<file path="config.mk">
export PLATFORM = sky130hd
export DESIGN_NAME = dtc_timer
export DESIGN_NICKNAME = d
export VERILOG_FILES = /design/src/core/dtc_pkg.sv /design/src/core/dtc_timer.sv
export SDC_FILE = /design/constraint.sdc
export NUM_CORES = 1
export LEC_CHECK = 0
export CORE_ASPECT_RATIO = 0.6
export CORE_UTILIZATION = 40
export CTS_CLUSTER_DIAMETER = 120
export CTS_CLUSTER_SIZE = 30
export DETAILED_ROUTE_END_ITERATION = 6
export DONT_BUFFER_PORTS = 1
export PLACE_DENSITY = 0.65
export RECOVER_POWER = 25
export SETUP_SLACK_MARGIN = 0.5
export SLEW_MARGIN = 5
export SYNTH_ARGS = -nofsm -noshare
export SYNTH_HDL_FRONTEND = slang
export SYNTH_SLANG_ARGS = --single-unit
</file>
<file path="constraint.sdc">
create_clock -name pclk -period 2.18 [get_ports pclk]
set_clock_uncertainty 0.2 [all_clocks]
set_input_delay 0 -clock pclk [delete_from_list [all_inputs] [get_ports pclk]]
set_output_delay 0 -clock pclk [all_outputs]
set_load 0.1 [all_outputs]
</file>
<file path="src/core/dtc_pkg.sv">
// Purpose: Shared constants and types for the dual timer/counter block
// Assumes: APB register map with one 32-bit aligned word per register
// Notes:   Only the low byte of each 8-bit register is meaningful
package dtc_pkg;

  // Register byte offsets
  localparam logic [7:0] OFS_MODE   = 8'h00;
  localparam logic [7:0] OFS_CTRL   = 8'h04;
  localparam logic [7:0] OFS_AUX    = 8'h08;
  localparam logic [7:0] OFS_CNT0   = 8'h0C;
  localparam logic [7:0] OFS_CNT1   = 8'h10;
  localparam logic [7:0] OFS_STS    = 8'h14;
  localparam logic [7:0] OFS_MASK   = 8'h18;

  // Register select codes
  localparam logic [2:0] SEL_NONE   = 3'h0;
  localparam logic [2:0] SEL_MODE   = 3'h1;
  localparam logic [2:0] SEL_CTRL   = 3'h2;
  localparam logic [2:0] SEL_AUX    = 3'h3;
  localparam logic [2:0] SEL_CNT0   = 3'h4;
  localparam logic [2:0] SEL_CNT1   = 3'h5;
  localparam logic [2:0] SEL_STS    = 3'h6;
  localparam logic [2:0] SEL_MASK   = 3'h7;

  // Mode register: nibble base per channel, field offsets in nibble
  localparam int MODE_NIB_ONE = 4;
  localparam int MODE_NIB_ZERO = 0;
  localparam int FLD_GATE     = 3;
  localparam int FLD_CSEL     = 2;
  localparam int FLD_MODE_HI  = 1;
  localparam int FLD_MODE_LO  = 0;

  // Control/flags register bits
  localparam int CTL_OVF_ONE  = 7;
  localparam int CTL_RUN_ONE  = 6;
  localparam int CTL_OVF_ZERO = 5;
  localparam int CTL_RUN_ZERO = 4;
  localparam int CTL_EXT_ONE  = 3;
  localparam int CTL_TYP_ONE  = 2;
  localparam int CTL_EXT_ZERO = 1;
  localparam int CTL_TYP_ZERO = 0;

  // Auxiliary register bits
  localparam int AUX_FAST_ZERO = 7;
  localparam int AUX_FAST_ONE  = 6;
  localparam int AUX_SYNC_RATE = 5;
  localparam int AUX_CONV_EN   = 4;
  localparam int AUX_SPI_EN    = 3;
  localparam int AUX_LVD_EN    = 2;

  // Request/ack and status bit order (matches vector order)
  localparam int REQ_EXT_ZERO = 0;
  localparam int REQ_TMR_ZERO = 1;
  localparam int REQ_EXT_ONE  = 2;
  localparam int REQ_TMR_ONE  = 3;

  // Reset values
  localparam logic [7:0] RST_MODE = 8'h00;
  localparam logic [7:0] RST_CTRL = 8'h00;
  localparam logic [7:0] RST_AUX  = 8'h00;
  localparam logic [3:0] RST_MASK = 4'h0;

  // Prescaler: oscillator divided by twelve
  localparam logic [3:0] PRESCALE_DIV  = 4'hC;
  localparam logic [3:0] PRESCALE_LAST = PRESCALE_DIV - 4'h1;

  typedef enum logic [1:0] {
    DTC_MODE_13     = 2'b00,
    DTC_MODE_16     = 2'b01,
    DTC_MODE_RELOAD = 2'b10,
    DTC_MODE_SPLIT  = 2'b11
  } dtc_mode_e;

  typedef struct packed {
    logic       gate;
    logic       csel;
    dtc_mode_e  mode;
  } dtc_chcfg_s;

  typedef struct packed {
    logic [7:0] hi;
    logic [7:0] lo;
    logic       ovf;
  } dtc_step_s;

endpackage

</file>
<file path="src/core/dtc_timer.sv">
// Purpose: Two 16-bit timer/counter channels with external interrupt flags
// Assumes: Pins synchronous to pclk; vector acks are one-cycle pulses
// Notes:   Registers on APB; interrupt on sticky status with read-clear
//
// Added by the designer: the APB slave port and the address map.
`timescale 1ns/1ps

// Contract
// Two 16-bit channels; each may count falling edges of its count pin
// Count clock is oscillator/12 by default, undivided when fast select set
// Gate clear: count while running; gate set: also needs interrupt pin high
// Counter select 0 counts prescaled clock, 1 counts external pin events
// Mode 00 is 13-bit, 01 is 16-bit, 10 is 8-bit auto-reload
// Mode 11 stops channel one; splits channel zero into two 8-bit counters
// 13/16-bit modes set overflow flag on wrap from all ones to zero
// Reload mode: low byte overflow sets flag, reloads from unchanged high byte
// Overflow flags set by hardware, cleared when processor vectors to routine
// Run bit clear stops counting, set starts it subject to gate
// Trigger type 0 is low level, 1 is falling edge of interrupt pin
// External interrupt flags set by hardware, cleared on vector (here level-triggered flags follow the pin and ignore the vector)
// Serial sync rate select: 0 oscillator/12, 1 oscillator/2
// Three enables pass converter, SPI, low-voltage interrupts; cleared at reset
// Split mode: channel one holds (here it runs free unless itself in mode 11); high byte uses run bit and flag of one
// Mode register: channel one fields in upper nibble, channel zero lower
// Control: overflow/run of one at 7,6, zero at 5,4, external in 3..0
// 13-bit mode: high byte plus five low bits; low carry increments high
module dtc_timer
  import dtc_pkg::*;
(
  input  wire logic        pclk,
  input  wire logic        presetn,
  input  wire logic        psel,
  input  wire logic        penable,
  input  wire logic        pwrite,
  input  wire logic [7:0]  paddr,
  input  wire logic [31:0] pwdata,
  output logic      [31:0] prdata,
  output logic             pready,
  output logic             pslverr,
  input  wire logic [1:0]  ext_count_pin,
  input  wire logic [1:0]  ext_int_pin,
  input  wire logic [3:0]  vector_ack,
  input  wire logic [2:0]  periph_irq_raw,
  output logic      [2:0]  periph_irq_out,
  output logic      [3:0]  irq_req,
  output logic             serial_sync_fast_rate,
  output logic             irq
);

  function automatic logic [2:0] reg_sel(input logic [7:0] a);
    if (a == OFS_MODE) begin
      return SEL_MODE;
    end else if (a == OFS_CTRL) begin
      return SEL_CTRL;
    end else if (a == OFS_AUX) begin
      return SEL_AUX;
    end else if (a == OFS_CNT0) begin
      return SEL_CNT0;
    end else if (a == OFS_CNT1) begin
      return SEL_CNT1;
    end else if (a == OFS_STS) begin
      return SEL_STS;
    end else if (a == OFS_MASK) begin
      return SEL_MASK;
    end else begin
      return SEL_NONE;
    end
  endfunction

  // One count step of a channel in the given mode
  function automatic dtc_step_s step_cnt(input dtc_mode_e m,
                                         input logic [7:0] lo,
                                         input logic [7:0] hi);
    dtc_step_s r;
    r.lo  = lo;
    r.hi  = hi;
    r.ovf = 1'b0;
    case (m)
      DTC_MODE_13: begin
        r.lo[4:0] = lo[4:0] + 5'h01;
        if (lo[4:0] == 5'h1F) begin
          r.hi  = hi + 8'h01;
          r.ovf = (hi == 8'hFF);
        end
      end
      DTC_MODE_16: begin
        {r.hi, r.lo} = {hi, lo} + 16'h0001;
        r.ovf        = ({hi, lo} == 16'hFFFF);
      end
      DTC_MODE_RELOAD: begin
        if (lo == 8'hFF) begin
          r.lo  = hi;
          r.ovf = 1'b1;
        end else begin
          r.lo = lo + 8'h01;
        end
      end
      default: begin
        r.lo  = lo + 8'h01;
        r.ovf = (lo == 8'hFF);
      end
    endcase
    return r;
  endfunction

  logic [7:0]  timer_mode_cfg;
  logic [7:0]  aux_clock_irq_cfg;
  logic [1:0]  run_bit;
  logic [1:0]  trig_type;
  logic        overflow_flag_zero;
  logic        overflow_flag_one;
  logic        ext_irq_flag_zero;
  logic        ext_irq_flag_one;
  logic [7:0]  count_low_byte  [2];
  logic [7:0]  count_high_byte [2];
  logic [3:0]  presc;
  logic        tick12;
  logic [1:0]  cnt_pin_q;
  logic [1:0]  int_pin_q;
  logic [3:0]  irq_sts;
  logic [3:0]  irq_mask;

  dtc_chcfg_s  cfg [2];
  logic [1:0]  clk_tick;
  logic [1:0]  ev_fall;
  logic [1:0]  int_fall;
  logic [1:0]  run_eff;
  logic [1:0]  inc;
  logic [1:0]  wr_cnt;
  logic [1:0]  ext_ev;
  dtc_step_s   step [2];
  logic        split0;
  logic        hi0_inc;
  logic        ovf_ev0;
  logic        ovf_ev1;
  logic        acc;
  logic        wr_done;
  logic        rd_done;
  logic [2:0]  sel;
  logic [7:0]  ctrl_rd;

  assign sel     = reg_sel(paddr);
  assign acc     = psel & penable & ~pready;
  assign wr_done = psel & penable & pready & pwrite;
  assign rd_done = psel & penable & pready & ~pwrite;
  assign wr_cnt  = {wr_done && sel == SEL_CNT1, wr_done && sel == SEL_CNT0};

  // Register access completes on the second access-phase cycle
  always_ff @(posedge pclk or negedge presetn) begin
    if (!presetn) begin
      pready  <= 1'b0;
      pslverr <= 1'b0;
    end else begin
      pready  <= acc;
      pslverr <= acc & (sel == SEL_NONE);
    end
  end

  always_ff @(posedge pclk or negedge presetn) begin
    if (!presetn) begin
      timer_mode_cfg    <= RST_MODE;
      aux_clock_irq_cfg <= RST_AUX;
      run_bit           <= {RST_CTRL[CTL_RUN_ONE], RST_CTRL[CTL_RUN_ZERO]};
      trig_type         <= {RST_CTRL[CTL_TYP_ONE], RST_CTRL[CTL_TYP_ZERO]};
      irq_mask          <= RST_MASK;
    end else if (wr_done) begin
      if (sel == SEL_MODE) begin
        timer_mode_cfg <= pwdata[7:0];
      end else if (sel == SEL_AUX) begin
        aux_clock_irq_cfg <= {pwdata[7:2], 2'b00};
      end else if (sel == SEL_CTRL) begin
        run_bit   <= {pwdata[CTL_RUN_ONE], pwdata[CTL_RUN_ZERO]};
        trig_type <= {pwdata[CTL_TYP_ONE], pwdata[CTL_TYP_ZERO]};
      end else if (sel == SEL_MASK) begin
        irq_mask <= pwdata[3:0];
      end
    end
  end

  assign ctrl_rd = {overflow_flag_one, run_bit[1], overflow_flag_zero, run_bit[0],
                    ext_irq_flag_one, trig_type[1], ext_irq_flag_zero, trig_type[0]};

  always_ff @(posedge pclk or negedge presetn) begin
    if (!presetn) begin
      prdata <= 32'h0000_0000;
    end else if (acc) begin
      if (sel == SEL_MODE) begin
        prdata <= {24'h00_0000, timer_mode_cfg};
      end else if (sel == SEL_CTRL) begin
        prdata <= {24'h00_0000, ctrl_rd};
      end else if (sel == SEL_AUX) begin
        prdata <= {24'h00_0000, aux_clock_irq_cfg};
      end else if (sel == SEL_CNT0) begin
        prdata <= {16'h0000, count_high_byte[0], count_low_byte[0]};
      end else if (sel == SEL_CNT1) begin
        prdata <= {16'h0000, count_high_byte[1], count_low_byte[1]};
      end else if (sel == SEL_STS) begin
        prdata <= {28'h000_0000, irq_sts};
      end else if (sel == SEL_MASK) begin
        prdata <= {28'h000_0000, irq_mask};
      end else begin
        prdata <= 32'h0000_0000;
      end
    end
  end

  // Shared divide-by-twelve prescaler
  always_ff @(posedge pclk or negedge presetn) begin
    if (!presetn) begin
      presc <= 4'h0;
    end else if (presc == PRESCALE_LAST) begin
      presc <= 4'h0;
    end else begin
      presc <= presc + 4'h1;
    end
  end
  assign tick12 = (presc == PRESCALE_LAST);

  always_ff @(posedge pclk or negedge presetn) begin
    if (!presetn) begin
      cnt_pin_q <= 2'h3;
      int_pin_q <= 2'h3;
    end else begin
      cnt_pin_q <= ext_count_pin;
      int_pin_q <= ext_int_pin;
    end
  end

  assign cfg[0] = timer_mode_cfg[MODE_NIB_ZERO +: 4];
  assign cfg[1] = timer_mode_cfg[MODE_NIB_ONE +: 4];
  assign split0 = (cfg[0].mode == DTC_MODE_SPLIT);
  // Channel one loses its run bit to the split high byte and then runs free unless itself in mode 11
  assign run_eff = {split0 ? 1'b1 : run_bit[1], run_bit[0]};

  genvar g;
  generate
    for (g = 0; g < 2; g++) begin : g_ch
      assign clk_tick[g] = aux_clock_irq_cfg[AUX_FAST_ZERO - g] ? 1'b1 : tick12;
      assign ev_fall[g]  = cnt_pin_q[g] & ~ext_count_pin[g];
      assign int_fall[g] = int_pin_q[g] & ~ext_int_pin[g];
      assign inc[g]      = run_eff[g] & (~cfg[g].gate | ext_int_pin[g])
                           & (cfg[g].csel ? ev_fall[g] : clk_tick[g]);
      assign step[g]     = step_cnt(cfg[g].mode, count_low_byte[g], count_high_byte[g]);
      assign ext_ev[g]   = trig_type[g] ? int_fall[g] : ~ext_int_pin[g];
    end
  endgenerate

  // Split high byte is timer only, on channel zero's clock and run bit one
  assign hi0_inc = split0 & run_bit[1] & clk_tick[0];
  assign ovf_ev0 = inc[0] & step[0].ovf & ~wr_cnt[0];
  assign ovf_ev1 = split0 ? (hi0_inc & (count_high_byte[0] == 8'hFF) & ~wr_cnt[0])
                 : (inc[1] & step[1].ovf & ~wr_cnt[1] & (cfg[1].mode != DTC_MODE_SPLIT));

  // Software load wins over a count in the same cycle
  always_ff @(posedge pclk or negedge presetn) begin
    if (!presetn) begin
      count_low_byte[0]  <= 8'h00;
      count_high_byte[0] <= 8'h00;
    end else if (wr_cnt[0]) begin
      count_low_byte[0]  <= pwdata[7:0];
      count_high_byte[0] <= pwdata[15:8];
    end else begin
      if (inc[0]) begin
        count_low_byte[0] <= step[0].lo;
      end
      if (split0) begin
        if (hi0_inc) begin
          count_high_byte[0] <= count_high_byte[0] + 8'h01;
        end
      end else if (inc[0]) begin
        count_high_byte[0] <= step[0].hi;
      end
    end
  end

  always_ff @(posedge pclk or negedge presetn) begin
    if (!presetn) begin
      count_low_byte[1]  <= 8'h00;
      count_high_byte[1] <= 8'h00;
    end else if (wr_cnt[1]) begin
      count_low_byte[1]  <= pwdata[7:0];
      count_high_byte[1] <= pwdata[15:8];
    end else if (inc[1] && cfg[1].mode != DTC_MODE_SPLIT) begin
      count_low_byte[1]  <= step[1].lo;
      count_high_byte[1] <= step[1].hi;
    end
  end

  // Hardware set wins over vector ack and software write
  always_ff @(posedge pclk or negedge presetn) begin
    if (!presetn) begin
      overflow_flag_zero <= RST_CTRL[CTL_OVF_ZERO];
      overflow_flag_one  <= RST_CTRL[CTL_OVF_ONE];
    end else begin
      if (ovf_ev0) begin
        overflow_flag_zero <= 1'b1;
      end else if (vector_ack[REQ_TMR_ZERO]) begin
        overflow_flag_zero <= 1'b0;
      end else if (wr_done && sel == SEL_CTRL) begin
        overflow_flag_zero <= pwdata[CTL_OVF_ZERO];
      end
      if (ovf_ev1) begin
        overflow_flag_one <= 1'b1;
      end else if (vector_ack[REQ_TMR_ONE]) begin
        overflow_flag_one <= 1'b0;
      end else if (wr_done && sel == SEL_CTRL) begin
        overflow_flag_one <= pwdata[CTL_OVF_ONE];
      end
    end
  end

  // Level-triggered flags follow the pin, so an ack cannot drop a live request
  always_ff @(posedge pclk or negedge presetn) begin
    if (!presetn) begin
      ext_irq_flag_zero <= RST_CTRL[CTL_EXT_ZERO];
      ext_irq_flag_one  <= RST_CTRL[CTL_EXT_ONE];
    end else begin
      if (!trig_type[0]) begin
        ext_irq_flag_zero <= ~ext_int_pin[0];
      end else if (int_fall[0]) begin
        ext_irq_flag_zero <= 1'b1;
      end else if (vector_ack[REQ_EXT_ZERO]) begin
        ext_irq_flag_zero <= 1'b0;
      end else if (wr_done && sel == SEL_CTRL) begin
        ext_irq_flag_zero <= pwdata[CTL_EXT_ZERO];
      end
      if (!trig_type[1]) begin
        ext_irq_flag_one <= ~ext_int_pin[1];
      end else if (int_fall[1]) begin
        ext_irq_flag_one <= 1'b1;
      end else if (vector_ack[REQ_EXT_ONE]) begin
        ext_irq_flag_one <= 1'b0;
      end else if (wr_done && sel == SEL_CTRL) begin
        ext_irq_flag_one <= pwdata[CTL_EXT_ONE];
      end
    end
  end

  assign irq_req = {overflow_flag_one, ext_irq_flag_one, overflow_flag_zero, ext_irq_flag_zero};

  // Read clears only the bits it returned, so events after the capture survive
  always_ff @(posedge pclk or negedge presetn) begin
    if (!presetn) begin
      irq_sts <= 4'h0;
      irq     <= 1'b0;
    end else begin
      irq_sts <= (irq_sts & ~((rd_done && sel == SEL_STS) ? prdata[3:0] : 4'h0))
                 | {ovf_ev1, ext_ev[1], ovf_ev0, ext_ev[0]};
      irq     <= |(irq_sts & irq_mask);
    end
  end

  always_ff @(posedge pclk or negedge presetn) begin
    if (!presetn) begin
      periph_irq_out <= 3'h0;
    end else begin
      periph_irq_out <= periph_irq_raw & {aux_clock_irq_cfg[AUX_LVD_EN],
                                          aux_clock_irq_cfg[AUX_SPI_EN],
                                          aux_clock_irq_cfg[AUX_CONV_EN]};
    end
  end

  assign serial_sync_fast_rate = aux_clock_irq_cfg[AUX_SYNC_RATE];
endmodule

</file>
==> Flow_metrics.wiki <==
{| class="wikitable"
! Metric !! Value
|-
| Category of the worst setup path launch point || register
|-
| Overflow left after global routing || 0
|-
| Setup slack after layout || -0.01199 ns
|-
| Maximum clock path buffer count || 2
|-
| Share of cell area taken by muxes after synthesis || 7.349%
|-
| Power per unit of standard cell area || 492.0 mW/mm^2
|-
| Worst Path Class, Setup || register to register
|-
| X dimension of the die || 155.7 um
|-
| Total negative slack for setup checks || -0.02067 ns
|-
| Clk Latency, worst-skew pair || 0.35 ns
|-
| Min Clock Period, post-route || 2.192 ns
|-
| Register bit count reported by yosys || 92
|-
| Parity-gate share of the synthesized area counting xor and xnor cells || 2.626%
|-
| Number of routed nets with antenna violations || 0
|-
| Synth Instances || 630
|-
| Initial drt markers || 510
|-
| Outcome || complete, but fails checks
|-
| Unique cell type count in the Yosys netlist || 67
|-
| Total of warnings raised by yosys || 0
|-
| Proportion of netlist area held by the largest area contributor || 38.84%
|-
| Most common flop cell mapped by yosys || sky130_fd_sc_hd__dfrtp_1
|-
| Number of hold buffers added after cts || 35
|-
| H-tree level count || 3
|-
| Most numerous cell in the Yosys netlist || sky130_fd_sc_hd__dfrtp_1
|-
| Classification of the worst-slack hold path || input port to async pin
|-
| Number of DRC violations after detailed routing || 0
|-
| Number of sinks on the clock net || 92
|-
| Cell types occupying the most area after synthesis || sky130_fd_sc_hd__dfrtp_1 (39%), sky130_fd_sc_hd__o21ai_0 (5.2%), sky130_fd_sc_hd__mux2_2 (4.2%)
|-
| Root Driver || sky130_fd_sc_hd__clkbuf_16
|-
| All-Layer GR Usage || 27.92%
|-
| I/O pins || 99
|-
| Relative max-transition margin || 41.83%
|-
| Main combinational cell family by area after synthesis || compound AO/OA/AOI/OAI gates
|-
| Cell count after placement || 879
|-
| Final number of max-transition violations || 0
|-
| Non-filler instance count after layout || 974
|-
| Final HPWL from detailed placement || 14.04 mm
|-
| Wire length of the first global-routing pass || 30.60 mm
|-
| Layout Utilization || 60.86%
|-
| Area growth, synth to finish || 47.61%
|-
| Synthesized cell area || 0.005669 sq mm
|-
| Share of final-layout standard cells stronger than drive strength 1 || 38.16%
|-
| Max-capacitance violation count || 0
|-
| Worst VDD drop || 0.3468 mV
|-
| Top cell type by total area after synthesis || sky130_fd_sc_hd__dfrtp_1
|-
| Nature of the critical path endpoint || register
|-
| Mapped Avg Cell Area || 8.999 sq um
|-
| Maximum fanout along the worst path || 4
|-
| Place WS || -0.04433 ns
|-
| Routed length per placed instance || 21.13 um
|-
| Std-Cell Core Area || 0.01375 sq mm
|-
| Final estimated routing congestion in global placement || 0.9044
|-
| Number of global-route vias before repair || 5292
|-
| Starting density of the core || 41.23%
|-
| First-pass DRT Iterations || 5
|-
| Area enclosed by the die boundary || 0.01467 sq mm
|-
| Ranking of synthesized cells by instance count || sky130_fd_sc_hd__dfrtp_1 (88), sky130_fd_sc_hd__nand2_1 (63), sky130_fd_sc_hd__o21ai_0 (59)
|-
| Slew @ Worst Pin || 0.8732 ns
|-
| Post-synth EDFFs || 0
|-
| DR vias/cell || 5.870
|-
| Post-synthesis adder-cell area fraction || 3.311%
|-
| TritonCTS clock tree || built
|-
| Clock buffer count from CTS || 9
|-
| Worst slack on hold paths || -0.8653 ns
|-
| Final Cycle Share || 100.6%
|-
| Placed standard-cell area || 0.006650 sq mm
|-
| Worst EP required || 2.27 ns
|-
| Final cell area excluding filler cells || 0.008368 sq mm
|-
| Number of buffers added on ports || 0
|-
| Area fraction in and, or, nand and nor cells after synthesis || 18.91%
|-
| Arrival time at the worst endpoint || 2.28 ns
|-
| Final Total Pwr || 4.117 mW
|-
| Number of vias in the routed layout || 5717
|-
| Leak pwr || 3.647 nW
|-
| Final hold violation count || 108
|-
| Largest net degree at the start of global routing || 93
|-
| Standard-cell rows || 33
|-
| Number of nets in the layout || 847
|-
| CTS clk-pin slew, worst paths || 0.07 ns
|-
| Initial antenna violation count || 3
|-
| Setup repair after global routing missed its margin || true
|-
| Violated checks || negative hold slack, negative setup slack
|-
| Die Height || 94.22 um
|-
| Final setup vio count || 2
|-
| Fmax || 456.2 MHz
|-
| DRT Wirelength || 20.58 mm
|-
| Sequential fraction of the synthesis area || 40.70%
|-
| Proportion of synthesized flip-flops having asynchronous set or reset || 100.0%
|-
| Post-synthesis compound-gate area fraction || 20.64%
|}
## registers in the layout, summed over array words and instances, names as in the netlist
register and cells:
presc 4, irq_mask 4, irq 1, periph_irq_out 3, pready 1, ext_irq_flag_one 1
pslverr 1, int_pin_q 2, aux_clock_irq_cfg 6, run_bit 2, ext_irq_flag_zero 1, count_low_byte 16
prdata 16, irq_sts 4, timer_mode_cfg 8, overflow_flag_one 1, cnt_pin_q 2, trig_type 2
overflow_flag_zero 1, count_high_byte 16
## layout by cell type, fill, tap and decap left out, types with 9 or more instances in the layout
cell	synthesis	routed
sky130_fd_sc_hd__a21oi_1	46	30
sky130_fd_sc_hd__buf_6	1	27
sky130_fd_sc_hd__mux2i_1	12	12
sky130_fd_sc_hd__nand3_1	23	16
sky130_fd_sc_hd__inv_1	27	21
sky130_fd_sc_hd__a22oi_1	17	15
sky130_fd_sc_hd__nand4_1	11	11
sky130_fd_sc_hd__buf_4	20	98
sky130_fd_sc_hd__o21ai_0	59	31
sky130_fd_sc_hd__conb_1	1	16
sky130_fd_sc_hd__nor2_1	41	33
sky130_fd_sc_hd__a21oi_2	0	15
sky130_fd_sc_hd__dlygate4sd3_1	0	32
sky130_fd_sc_hd__dfrtp_1	88	85
sky130_fd_sc_hd__o21ai_1	1	20
sky130_fd_sc_hd__nand2_1	63	60
sky130_fd_sc_hd__clkbuf_16	0	9
sky130_fd_sc_hd__xnor2_1	12	12
sky130_fd_sc_hd__mux2_4	4	20
## cells by family after synthesis
logic type	after synthesis
simple gates	210
compound gates	185
flops	92
buf+inv	73
mux	37
xor+xnor	17
fa+ha+maj	15
other cells	1
## final timing paths
path	from	end	slack [ns]	cells past startpoint
worst min register to register	prdata[7]$_DFFE_PN0P_	prdata[7]$_DFFE_PN0P_	0.30	2
worst min-delay path	presetn	pslverr$_DFF_PN0_	-0.87	0
worst max register to register	presc[1]$_DFF_PN0_	count_low_byte[4]$_DFFE_PN0P_	-0.01	9
max in group asynchronous	presetn	int_pin_q[0]$_DFF_PN1_	2.41	0
worst max-delay path	presc[1]$_DFF_PN0_	count_low_byte[4]$_DFFE_PN0P_	-0.01	9
min in group pclk	paddr[4]	prdata[7]$_DFFE_PN0P_	-0.31	3
## critical path: stages, from the launching register on
cell,delay [ns]
sky130_fd_sc_hd__dfrtp_1,0.38
sky130_fd_sc_hd__ha_2,0.19
sky130_fd_sc_hd__and3b_2,0.26
sky130_fd_sc_hd__o311ai_4,0.33
sky130_fd_sc_hd__buf_6,0.17
sky130_fd_sc_hd__buf_8,0.12
sky130_fd_sc_hd__buf_4,0.12
sky130_fd_sc_hd__a221oi_2,0.03
sky130_fd_sc_hd__a211oi_1,0.19
sky130_fd_sc_hd__a21o_1,0.12
## layout make-up
cell class / instances / area, sq um
fillers: 1095 / 5381
well taps: 192 / 240.2
flip-flops and latches: 92 / 2313
clock inverters: 5 / 108.9
inverters: 28 / 120.1
clock buffers: 11 / 242.7
multi-input cells: 480 / 3870
repair buffers: 165 / 1470
diodes: 1 / 2.502
## metal layers
metal	up-vias	track usage, %	part of all wire [%]
met5	-	0	0.063
met1	2809	41.69	46
met3	25	8.256	11
met2	326	38.98	42
li1	2555	-	-
met4	2	5.964	1.1
## where the power goes
group          switching, mW  internal, mW  leakage (nW)  total, mW
Clock                  0.713          1.16         0.168       1.87
Sequential            0.0223          1.73          1.20       1.75
Combinational          0.351         0.140          2.28      0.490
Total                   1.09          3.03          3.65       4.12
## repair_timing
item | in CTS | in global routing
endpoints found under the setup margin | 60 | 76
cloned | 2 | 0
buffers inserted | 23 | 18
pin swaps | 42 | 46
hold endpoints to repair | 172 | 108
gates resized for setup | 74 | 106
Power figures use the tool's default switching activity.
